## config.mk

```make
export PLATFORM = sky130hd
export DESIGN_NAME = mcp_top
export DESIGN_NICKNAME = d
export VERILOG_FILES = /design/src/hw/mcp_pkg.sv /design/src/hw/mcp_top.sv
export SDC_FILE = /design/constraint.sdc
export NUM_CORES = 1
export LEC_CHECK = 0
export CAP_MARGIN = 10
export CORE_UTILIZATION = 60
export CTS_CLUSTER_SIZE = 30
export DETAILED_ROUTE_END_ITERATION = 10
export DONT_BUFFER_PORTS = 1
export PLACE_DENSITY = 0.76
export REMOVE_ABC_BUFFERS = 1
export SYNTH_ARGS = -nofsm -noshare
export SYNTH_HDL_FRONTEND = slang
export SYNTH_SLANG_ARGS = --single-unit
```

## constraint.sdc

```tcl
create_clock -name CLOCK -period 4.3 [get_ports CLOCK]
set_input_delay 0.86 -clock CLOCK [delete_from_list [all_inputs] [get_ports CLOCK]]
set_output_delay 0.86 -clock CLOCK [all_outputs]
set_load 0.02 [all_outputs]
```

## src/hw/mcp_pkg.sv

```systemverilog
// Behaviour
// - Save command copies parameters to non-volatile image.
// - Unsaved changes vanish; power-up reloads stored image.
// - Exit command leaves command mode at once.
// - Receive indicator: 0 normal, 1 high, 2 low.
// - Output two: CTS, enable low, high, enable high, low.
// - Read-only signal strength byte of last packet.
// - Sixteen-bit destination address, default zero.
// - Sixteen-bit address mask, default all ones.
// - Force-wake flags preamble before next transmission.
// - Channel 0..6 hopping, 0..0x18 single frequency.
// - Restore returns settable parameters to factory values.
// - Serial number read as upper and lower halves.
// - Hardware version read-only; writes rejected.
// - Firmware version readable, two bytes.
// - Command without argument replies current value.
// - Reply OK or ERROR, each ending in CR.
// - Arguments hexadecimal; letters case-insensitive.
// - Inactivity timeout leaves command mode automatically.
package mcp_pkg;
   // Factory values of the settable parameters
   localparam logic [7:0] RXSEL_RST = 8'h00;
   localparam logic [7:0] OUT2SEL_RST = 8'h00;
   localparam logic [7:0] CHAN_RST = 8'h00;
   localparam logic [15:0] DEST_RST = 16'h0000;
   localparam logic [15:0] MASK_RST = 16'hffff;
   // Image layout: {rx select, out2 select, channel, dest, mask}
   localparam int IMG_W = 56;
   localparam logic [IMG_W-1:0] FACTORY_IMG =
      {RXSEL_RST, OUT2SEL_RST, CHAN_RST, DEST_RST, MASK_RST};
   // Setting limits
   localparam logic [15:0] RXSEL_MAX = 16'h0002;
   localparam logic [15:0] OUT2SEL_MAX = 16'h0004;
   localparam logic [15:0] CHAN_HOP_MAX = 16'h0006;
   localparam logic [15:0] CHAN_SF_MAX = 16'h0018;
   // Receive indicator selections
   localparam logic [7:0] RXSEL_HIGH = 8'h01;
   localparam logic [7:0] RXSEL_LOW = 8'h02;
   // Output two selections
   localparam logic [7:0] O2_ENLOW = 8'h01;
   localparam logic [7:0] O2_HIGH = 8'h02;
   localparam logic [7:0] O2_ENHIGH = 8'h03;
   localparam logic [7:0] O2_LOW = 8'h04;
   // Characters
   localparam logic [7:0] CH_CR = 8'h0d;
   localparam logic [7:0] CH_COMMA = 8'h2c;
   localparam logic [7:0] CH_A = 8'h41;
   localparam logic [7:0] CH_T = 8'h54;
   // Command letter pairs, upper case ASCII
   localparam logic [15:0] C_NONE = 16'h0000;
   localparam logic [15:0] C_RXSEL = 16'h4344;
   localparam logic [15:0] C_LEAVE = 16'h434e;
   localparam logic [15:0] C_OUT2 = 16'h4353;
   localparam logic [15:0] C_RSSI = 16'h4442;
   localparam logic [15:0] C_DEST = 16'h4454;
   localparam logic [15:0] C_WAKE = 16'h4648;
   localparam logic [15:0] C_CHAN = 16'h4850;
   localparam logic [15:0] C_HWVER = 16'h4856;
   localparam logic [15:0] C_MASK = 16'h4d4b;
   localparam logic [15:0] C_RESTORE = 16'h5245;
   localparam logic [15:0] C_SNUP = 16'h5348;
   localparam logic [15:0] C_SNLO = 16'h534c;
   localparam logic [15:0] C_FWVER = 16'h5652;
   localparam logic [15:0] C_SAVE = 16'h5752;
   // Inactivity tick: timeout setting counts 100 ms units
   localparam int TICK_MS = 100;
   localparam int CLK_KHZ = 50000;
   localparam int TICK_CYCLES = TICK_MS * CLK_KHZ;
   localparam int TICK_W = 23;
   // Parser states
   typedef enum logic [2:0] {
      ST_IDLE, ST_PFX_A, ST_PFX_T, ST_CMD1, ST_CMD2, ST_ARG, ST_REPLY
   } mcp_state_t;
   // Reply kinds
   typedef enum logic [1:0] {RK_OK, RK_ERR, RK_VAL} mcp_reply_t;
endpackage : mcp_pkg

```

## src/hw/mcp_top.sv

```systemverilog
`timescale 1ns/1ps
module mcp_top #(
   parameter int TICK_CYCLES = mcp_pkg::TICK_CYCLES
) (
   // Clock and reset
   input wire logic CLOCK,
   input wire logic RSTN,
   // Command mode entry from the guard-time logic
   input wire logic CMD_ENTER,
   input wire logic [15:0] IDLE_TIMEOUT,
   output logic CMD_MODE,
   // Received serial characters
   input wire logic [7:0] RX_DATA,
   input wire logic RX_VALID,
   output logic RX_READY,
   // Reply characters
   output logic [7:0] TX_DATA,
   output logic TX_VALID,
   input wire logic TX_READY,
   // Non-volatile image
   input wire logic [55:0] NV_IMAGE_IN,
   output logic [55:0] NV_IMAGE_OUT,
   output logic NV_WRITE,
   // Diagnostics
   input wire logic [7:0] RSSI,
   input wire logic [15:0] HW_VERSION,
   input wire logic [15:0] FW_VERSION,
   input wire logic [31:0] SERIAL_NUMBER,
   input wire logic HOP_MODE,
   // Radio and output line control
   input wire logic RX_ACTIVITY,
   input wire logic CTS_IN,
   input wire logic TX_DRIVE,
   input wire logic WAKE_SENT,
   output logic [15:0] DEST_ADDR,
   output logic [15:0] ADDR_MASK,
   output logic [7:0] CHANNEL,
   output logic FORCE_WAKE,
   output logic RX_IND,
   output logic OUT2
);
   // All state of the block
   typedef struct packed {
      mcp_pkg::mcp_state_t st;
      logic mode;
      logic [7:0] l1;
      logic [7:0] l2;
      logic [15:0] arg;
      logic [2:0] ndig;
      logic has_arg;
      logic err;
      mcp_pkg::mcp_reply_t rk;
      logic [15:0] rv;
      logic [2:0] rlen;
      logic [2:0] ridx;
      mcp_pkg::mcp_state_t after;
      logic [7:0] rxsel;
      logic [7:0] o2sel;
      logic [7:0] chan;
      logic [15:0] dest;
      logic [15:0] mask;
      logic wake;
      logic nvw;
      logic load;
      logic [55:0] nvo;
      logic [7:0] txd;
      logic txv;
      logic rxr;
      logic rxo;
      logic o2;
      logic [mcp_pkg::TICK_W-1:0] tick;
      logic [15:0] idle;
   } mcp_reg_t;

   mcp_reg_t r_r;
   mcp_reg_t r_nxt;

   // Fold letters to upper case
   function automatic logic [7:0] mcp_upper(input logic [7:0] c);
      mcp_upper = (c >= 8'h61 && c <= 8'h7a) ? c - 8'h20 : c;
   endfunction : mcp_upper

   // Hex digit value, bit 4 set when the character is a hex digit
   function automatic logic [4:0] mcp_hex(input logic [7:0] c);
      logic [7:0] u;
      u = mcp_upper(c);
      if (u >= 8'h30 && u <= 8'h39) begin
         mcp_hex = {1'b1, 4'(u - 8'h30)};
      end else if (u >= 8'h41 && u <= 8'h46) begin
         mcp_hex = {1'b1, 4'(u - 8'h37)};
      end else begin
         mcp_hex = 5'h00;
      end
   endfunction : mcp_hex

   // Letters and digits; anything else but CR or comma acts as optional space, except between the two letters
   function automatic logic mcp_alnum(input logic [7:0] c);
      logic [7:0] u;
      u = mcp_upper(c);
      mcp_alnum = (u >= 8'h30 && u <= 8'h39) || (u >= 8'h41 && u <= 8'h5a);
   endfunction : mcp_alnum

   // Character idx of a reply; the last one is always CR
   function automatic logic [7:0] mcp_char(input mcp_pkg::mcp_reply_t k,
         input logic [15:0] v, input logic [2:0] len, input logic [2:0] idx);
      logic [3:0] nib;
      nib = 4'(v >> {(len - 3'd2 - idx), 2'b00});
      if (idx == len - 3'd1) begin
         mcp_char = mcp_pkg::CH_CR;
      end else if (k == mcp_pkg::RK_OK) begin
         mcp_char = (idx == 3'd0) ? 8'h4f : 8'h4b;
      end else if (k == mcp_pkg::RK_ERR) begin
         case (idx)
            3'd0: mcp_char = 8'h45;
            3'd3: mcp_char = 8'h4f;
            default: mcp_char = 8'h52;
         endcase
      end else begin
         // Values are returned as upper-case hex
         mcp_char = (nib < 4'ha) ? 8'h30 + 8'(nib) : 8'h37 + 8'(nib);
      end
   endfunction : mcp_char

   // Next-state logic
   always_comb begin
      logic take;
      logic term;
      logic exec;
      logic leave;
      logic [7:0] u;
      logic [4:0] hx;
      logic [15:0] code;
      logic [15:0] lim;
      take = RX_VALID && r_r.rxr;
      u = mcp_upper(RX_DATA);
      hx = mcp_hex(RX_DATA);
      term = (RX_DATA == mcp_pkg::CH_CR) || (RX_DATA == mcp_pkg::CH_COMMA);
      exec = 1'b0;
      leave = 1'b0;
      code = {r_r.l1, r_r.l2};
      lim = 16'h0000;
      r_nxt = r_r;
      r_nxt.nvw = 1'b0;
      // Stored image is taken once after reset; unsaved edits are lost
      if (r_r.load) begin
         r_nxt.load = 1'b0;
         {r_nxt.rxsel, r_nxt.o2sel, r_nxt.chan, r_nxt.dest, r_nxt.mask} =
            NV_IMAGE_IN;
      end
      // Wake request drops once the preamble has gone out
      if (WAKE_SENT) begin
         r_nxt.wake = 1'b0;
      end
      // Output line selection, registered so the pins come from flops
      case (r_r.rxsel)
         mcp_pkg::RXSEL_HIGH: r_nxt.rxo = 1'b1;
         mcp_pkg::RXSEL_LOW: r_nxt.rxo = 1'b0;
         default: r_nxt.rxo = RX_ACTIVITY;
      endcase
      case (r_r.o2sel)
         mcp_pkg::O2_ENLOW: r_nxt.o2 = ~TX_DRIVE;
         mcp_pkg::O2_HIGH: r_nxt.o2 = 1'b1;
         mcp_pkg::O2_ENHIGH: r_nxt.o2 = TX_DRIVE;
         mcp_pkg::O2_LOW: r_nxt.o2 = 1'b0;
         default: r_nxt.o2 = CTS_IN;
      endcase
      // Parser; the host must have entered command mode first
      case (r_r.st)
         mcp_pkg::ST_IDLE: begin
            if (CMD_ENTER) begin
               r_nxt.st = mcp_pkg::ST_PFX_A;
               r_nxt.mode = 1'b1;
               r_nxt.tick = '0;
               r_nxt.idle = 16'h0000;
            end
         end
         mcp_pkg::ST_PFX_A: begin
            if (take && u == mcp_pkg::CH_A) begin
               r_nxt.st = mcp_pkg::ST_PFX_T;
            end
         end
         mcp_pkg::ST_PFX_T: begin
            if (take) begin
               r_nxt.st = (u == mcp_pkg::CH_T) ? mcp_pkg::ST_CMD1
                                               : mcp_pkg::ST_PFX_A;
            end
         end
         mcp_pkg::ST_CMD1, mcp_pkg::ST_CMD2, mcp_pkg::ST_ARG: begin
            if (take) begin
               if (term) begin
                  exec = 1'b1;
               end else if (r_r.st == mcp_pkg::ST_ARG && hx[4]) begin
                  // Hex argument, at most four digits
                  r_nxt.arg = {r_r.arg[11:0], hx[3:0]};
                  r_nxt.has_arg = 1'b1;
                  r_nxt.ndig = r_r.ndig + 3'd1;
                  if (r_r.ndig == 3'd4) begin
                     r_nxt.err = 1'b1;
                  end
               end else if (!mcp_alnum(RX_DATA)) begin
                  // Optional space between letters and argument
                  if (r_r.st == mcp_pkg::ST_CMD2) begin
                     r_nxt.err = 1'b1;
                  end
               end else if (r_r.st == mcp_pkg::ST_CMD1) begin
                  r_nxt.l1 = u;
                  r_nxt.st = mcp_pkg::ST_CMD2;
               end else if (r_r.st == mcp_pkg::ST_CMD2) begin
                  r_nxt.l2 = u;
                  r_nxt.st = mcp_pkg::ST_ARG;
               end else begin
                  r_nxt.err = 1'b1;
               end
            end
         end
         mcp_pkg::ST_REPLY: begin
            if (r_r.txv && TX_READY) begin
               if (r_r.ridx == r_r.rlen - 3'd1) begin
                  r_nxt.txv = 1'b0;
                  r_nxt.st = r_r.after;
               end else begin
                  r_nxt.ridx = r_r.ridx + 3'd1;
                  r_nxt.txd = mcp_char(r_r.rk, r_r.rv, r_r.rlen,
                                       r_r.ridx + 3'd1);
               end
            end
         end
         default: r_nxt.st = mcp_pkg::ST_IDLE;
      endcase
      // Execute one command at its comma or CR
      if (exec) begin
         r_nxt.rk = mcp_pkg::RK_OK;
         r_nxt.rv = 16'h0000;
         r_nxt.rlen = 3'd3;
         if (r_r.err || (r_r.st == mcp_pkg::ST_CMD2)) begin
            r_nxt.rk = mcp_pkg::RK_ERR;
         end else if (!r_r.has_arg &&
               (code == mcp_pkg::C_RXSEL || code == mcp_pkg::C_OUT2 ||
                code == mcp_pkg::C_CHAN || code == mcp_pkg::C_RSSI)) begin
            // Query of a one-byte value
            r_nxt.rk = mcp_pkg::RK_VAL;
            r_nxt.rlen = 3'd3;
            if (code == mcp_pkg::C_RXSEL) begin
               r_nxt.rv = {8'h00, r_r.rxsel};
            end else if (code == mcp_pkg::C_OUT2) begin
               r_nxt.rv = {8'h00, r_r.o2sel};
            end else if (code == mcp_pkg::C_CHAN) begin
               r_nxt.rv = {8'h00, r_r.chan};
            end else begin
               r_nxt.rv = {8'h00, RSSI};
            end
         end else if (!r_r.has_arg &&
               (code == mcp_pkg::C_DEST || code == mcp_pkg::C_MASK ||
                code == mcp_pkg::C_HWVER || code == mcp_pkg::C_FWVER ||
                code == mcp_pkg::C_SNUP || code == mcp_pkg::C_SNLO)) begin
            // Query of a two-byte value
            r_nxt.rk = mcp_pkg::RK_VAL;
            r_nxt.rlen = 3'd5;
            if (code == mcp_pkg::C_DEST) begin
               r_nxt.rv = r_r.dest;
            end else if (code == mcp_pkg::C_MASK) begin
               r_nxt.rv = r_r.mask;
            end else if (code == mcp_pkg::C_HWVER) begin
               r_nxt.rv = HW_VERSION;
            end else if (code == mcp_pkg::C_FWVER) begin
               r_nxt.rv = FW_VERSION;
            end else if (code == mcp_pkg::C_SNUP) begin
               r_nxt.rv = SERIAL_NUMBER[31:16];
            end else begin
               r_nxt.rv = SERIAL_NUMBER[15:0];
            end
         end else if (code == mcp_pkg::C_RXSEL) begin
            lim = mcp_pkg::RXSEL_MAX;
            if (r_r.arg > lim) r_nxt.rk = mcp_pkg::RK_ERR;
            else r_nxt.rxsel = r_r.arg[7:0];
         end else if (code == mcp_pkg::C_OUT2) begin
            lim = mcp_pkg::OUT2SEL_MAX;
            if (r_r.arg > lim) r_nxt.rk = mcp_pkg::RK_ERR;
            else r_nxt.o2sel = r_r.arg[7:0];
         end else if (code == mcp_pkg::C_CHAN) begin
            lim = HOP_MODE ? mcp_pkg::CHAN_HOP_MAX : mcp_pkg::CHAN_SF_MAX;
            if (r_r.arg > lim) r_nxt.rk = mcp_pkg::RK_ERR;
            else r_nxt.chan = r_r.arg[7:0];
         end else if (code == mcp_pkg::C_DEST) begin
            r_nxt.dest = r_r.arg;
         end else if (code == mcp_pkg::C_MASK) begin
            r_nxt.mask = r_r.arg;
         end else if (r_r.has_arg) begin
            // Read-only values and actions take no argument
            r_nxt.rk = mcp_pkg::RK_ERR;
         end else if (code == mcp_pkg::C_LEAVE) begin
            leave = 1'b1;
         end else if (code == mcp_pkg::C_WAKE) begin
            r_nxt.wake = 1'b1;
         end else if (code == mcp_pkg::C_RESTORE) begin
            {r_nxt.rxsel, r_nxt.o2sel, r_nxt.chan, r_nxt.dest,
             r_nxt.mask} = mcp_pkg::FACTORY_IMG;
         end else if (code == mcp_pkg::C_SAVE) begin
            r_nxt.nvo = {r_r.rxsel, r_r.o2sel, r_r.chan, r_r.dest,
                         r_r.mask};
            r_nxt.nvw = 1'b1;
         end else if (code != mcp_pkg::C_NONE) begin
            r_nxt.rk = mcp_pkg::RK_ERR;
         end
         if (r_nxt.rk == mcp_pkg::RK_ERR) begin
            r_nxt.rlen = 3'd6;
         end else begin
            // A valid command restarts the inactivity timer
            r_nxt.tick = '0;
            r_nxt.idle = 16'h0000;
         end
         r_nxt.l1 = 8'h00;
         r_nxt.l2 = 8'h00;
         r_nxt.arg = 16'h0000;
         r_nxt.ndig = 3'd0;
         r_nxt.has_arg = 1'b0;
         r_nxt.err = 1'b0;
         r_nxt.ridx = 3'd0;
         r_nxt.txv = 1'b1;
         r_nxt.txd = mcp_char(r_nxt.rk, r_nxt.rv, r_nxt.rlen, 3'd0);
         r_nxt.st = mcp_pkg::ST_REPLY;
         if (leave) begin
            // Mode ends now; the OK still goes out before idling
            r_nxt.mode = 1'b0;
            r_nxt.after = mcp_pkg::ST_IDLE;
         end else if (RX_DATA == mcp_pkg::CH_COMMA) begin
            r_nxt.after = mcp_pkg::ST_CMD1;
         end else begin
            r_nxt.after = mcp_pkg::ST_PFX_A;
         end
      end
      // Inactivity timer in 100 ms ticks; it aborts a reply too, except the OK of an exit
      if (r_r.mode && !exec) begin
         r_nxt.tick = r_r.tick + 1'b1;
         if (r_r.tick == mcp_pkg::TICK_W'(TICK_CYCLES - 1)) begin
            r_nxt.tick = '0;
            r_nxt.idle = r_r.idle + 16'h0001;
            if (r_nxt.idle >= IDLE_TIMEOUT) begin
               r_nxt.mode = 1'b0;
               r_nxt.st = mcp_pkg::ST_IDLE;
               r_nxt.txv = 1'b0;
            end
         end
      end
      // Characters are accepted only while parsing
      r_nxt.rxr = r_nxt.st inside {mcp_pkg::ST_PFX_A, mcp_pkg::ST_PFX_T,
         mcp_pkg::ST_CMD1, mcp_pkg::ST_CMD2, mcp_pkg::ST_ARG};
   end

   // State register; reset arms the load of the stored image
   always_ff @(posedge CLOCK) begin
      if (!RSTN) begin
         r_r <= '0;
         r_r.st <= mcp_pkg::ST_IDLE;
         r_r.rxsel <= mcp_pkg::RXSEL_RST;
         r_r.o2sel <= mcp_pkg::OUT2SEL_RST;
         r_r.chan <= mcp_pkg::CHAN_RST;
         r_r.dest <= mcp_pkg::DEST_RST;
         r_r.mask <= mcp_pkg::MASK_RST;
         r_r.load <= 1'b1;
      end else begin
         r_r <= r_nxt;
      end
   end

   // Ports straight from the state register
   assign CMD_MODE = r_r.mode;
   assign RX_READY = r_r.rxr;
   assign TX_DATA = r_r.txd;
   assign TX_VALID = r_r.txv;
   assign NV_IMAGE_OUT = r_r.nvo;
   assign NV_WRITE = r_r.nvw;
   assign DEST_ADDR = r_r.dest;
   assign ADDR_MASK = r_r.mask;
   assign CHANNEL = r_r.chan;
   assign FORCE_WAKE = r_r.wake;
   assign RX_IND = r_r.rxo;
   assign OUT2 = r_r.o2;
endmodule : mcp_top

```

==> metrics <==
Hold-fix buffers, CTS 0; Crit Reg-Reg Startpoint r_r[215]$_SDFFE_PP0P_; synthesized instance count 1777; clock sink count 232; routed len/inst 22.2 um; Detailed Place HPWL 31.5 mm; most frequent cell after synthesis nand2_1; Rows 55; ys async rst share 0%; final instance area 14300 um2; count of input and output buffers 0; maxcap violations 0; GR Overflow Total 0; Worst Path Max Fanout 20; Slew @ Worst Pin 1170 ps; Max VDD drop about 0.27 mV; largest stage delay on the critical path 670 ps; fin. max-slew vios 0; total global-route track usage 34.9%; crit path cell chain or3b_2, nor3_1, o21ai_1, a21o_1, nand3_1, o21ai_2, nand2_1, a311oi_1; worst hold margin 425 ps; Nets 1831; Tmin final 3800 ps; Slowest-stage cell, CP nand2_1; PwrDens 350 nW/um2; GPL Wtd Cong 0.987; leak pwr 5.62 nW; Power Total 5.00 mW; DRT Pass-1 Iters 6; Antenna Nets Post-Route 0; first-pass GRT wire length 65.9 mm; Detailed Route WL roughly 43 mm; Vias/cell 6.57; Yosys top cell by area dfxtp_1; Finished Layout Cells between 1500 and 2000; Commonest cells post-synth nand2_1 (311), dfxtp_1 (232), a21oi_1 (158); Min-Delay Path Class in -> reg; clock root buffer clkbuf_16; Warnings, synthesis 0; I/O pins 273; Post-synth EDFFs 0; fillers 1976; hold path start RSTN; largest net degree at the start of global routing 71; Startpoint Class register; required time of the critical path 4730 ps; Netlist cell types 87; Worst EP arrival roughly 4200 ps; CTS tree yes; core box area approximately 23000 um2; critical path type reg -> reg; f_max ~0.26 GHz; initial detailed-routing violation count ~1300; Synth area leaders dfxtp_1 (33%), nand2_1 (8.4%), buf_4 (5.8%), a21oi_1 (5.7%), mux2i_1 (5.1%); Post-Syn Area per Cell approximately 7.8 um2; DRC viols 0; initial antenna violation count 0; endpoint class of the critical path register; pre-CTS WS 483 ps; # setup viols final 0; clock skew 13.0 ps; Placed Cells roughly 1900; DIE AREA around 24000 um2; Die Width 154 um; fraction of layout instances using a drive strength above 1 under 10%; post-cts gate resize count 0; Initial Util 61.4%; total setup buffers inserted after CTS 0; CTS Buf Count 28; share of the synthesized area in the top cell type 33.3%; via count ~13000; Critical path origin r_r[215]$_SDFFE_PP0P_; synthesized flop and latch total ~230; clk_lat worst skew 540 ps; final worst slack 500 ps; H-Tree Depth 1; unrepaired setup endpoints after global routing no; register area share after synthesis 33.3%; Mapped Area 13900 um2; Final Hold Viols 0; predominant post-synthesis flop cell dfxtp_1; dpl cell area 13300 um2; Max transition margin 21.6%; ANT cells 0; CTS max path bufs 3; vias in the first global route around 12000; clock transition at the registers of the reported paths 60 ps; status completed; Syn-to-layout area delta 2.62%; height of the die 154 um; period utilization 88.4%
[layer usage]
metal	GRT usage (%)	wire, um	vias to the layer above
li1	-	-	5938
met1	44.8	17000	5883
met2	55.6	19600	738
met3	7.73	4300	158
met4	16.3	2090	0
met5	0	0	-
[registers in the layout, summed over array words and instances (netlist names), 7 cells and up]
signal        cells
CHANNEL           8
NV_IMAGE_OUT     56
TX_DATA           7
ADDR_MASK        16
DEST_ADDR        16
r_r             122
[final timing paths]
| path | endpoint | slack, ps | cells past startpoint |
|---|---|---|---|
| max | r_r[33]$_SDFF_PN0_ | 500 | 8 |
| min | ADDR_MASK[15]$_SDFF_PN1_ | 430 | 1 |
| max reg2reg | r_r[33]$_SDFF_PN0_ | 500 | 8 |
| min reg2reg | r_r[183]$_SDFFE_PN0P_ | 460 | 2 |
[worst max-delay path, delay by kind of cell, from the launching register on]
| family | cells | cell delay, ps |
|---|---|---|
| compound gates | 4 | 1950 |
| flops | 1 | 630 |
| simple gates | 4 | 1080 |
[layout by cell type, fill, tap and decap left out, types with 23 or more instances in the layout]
cell type / instances
nand2_1: 311
nand4_1: 23
a21oi_1: 158
inv_1: 40
mux2i_1: 71
o21ai_0: 68
dfxtp_1: 231
nor3_1: 28
nor2_1: 148
clkbuf_16: 29
ha_1: 40
mux2_2: 27
a211oi_1: 26
buf_4: 28
a31oi_1: 32
nand3_1: 36
[layout make-up]
type	count	area, um2	area share (%)
Clock buffer	38	830	5.80
Clock inverter	13	150	1.05
Inverter	41	156	1.09
Multi-Input combinational cell	1296	7920	55.3
Sequential cell	232	4650	32.5
Tap cell	285	357	2.49
Timing Repair Buffer	30	250	1.75
[power by group]
part	switching, mW	total [mW]	internal, mW
Clock	0.950	2.48	1.53
Sequential	0.0930	2.28	2.19
Combinational	0.147	0.246	0.0997
Total	1.19	5.00	3.81
[cells by family after synthesis]
| logic type | share of synthesized area, % |
|---|---|
| buffers and inverters | 9.94 |
| AOI/OAI and AO/OA | 19.9 |
| and+or+nand+nor | 23.5 |
| DFF | 33.3 |
| muxes | 7.93 |
| adders and majority gates | 3.59 |
| other | 0.0269 |
| xor gates and xnor gates | 1.86 |
[metrics by stage]
step | util (%) | setup TNS (ps)
after CTS | 63.0 | 0
after global placement | 58.7 | 0
after floorplan | - | -11000
final | 63.0 | 0
after global routing | 63.0 | 0
after detailed placement | 58.7 | 0
No activity file was read; power rests on OpenSTA's default activity.
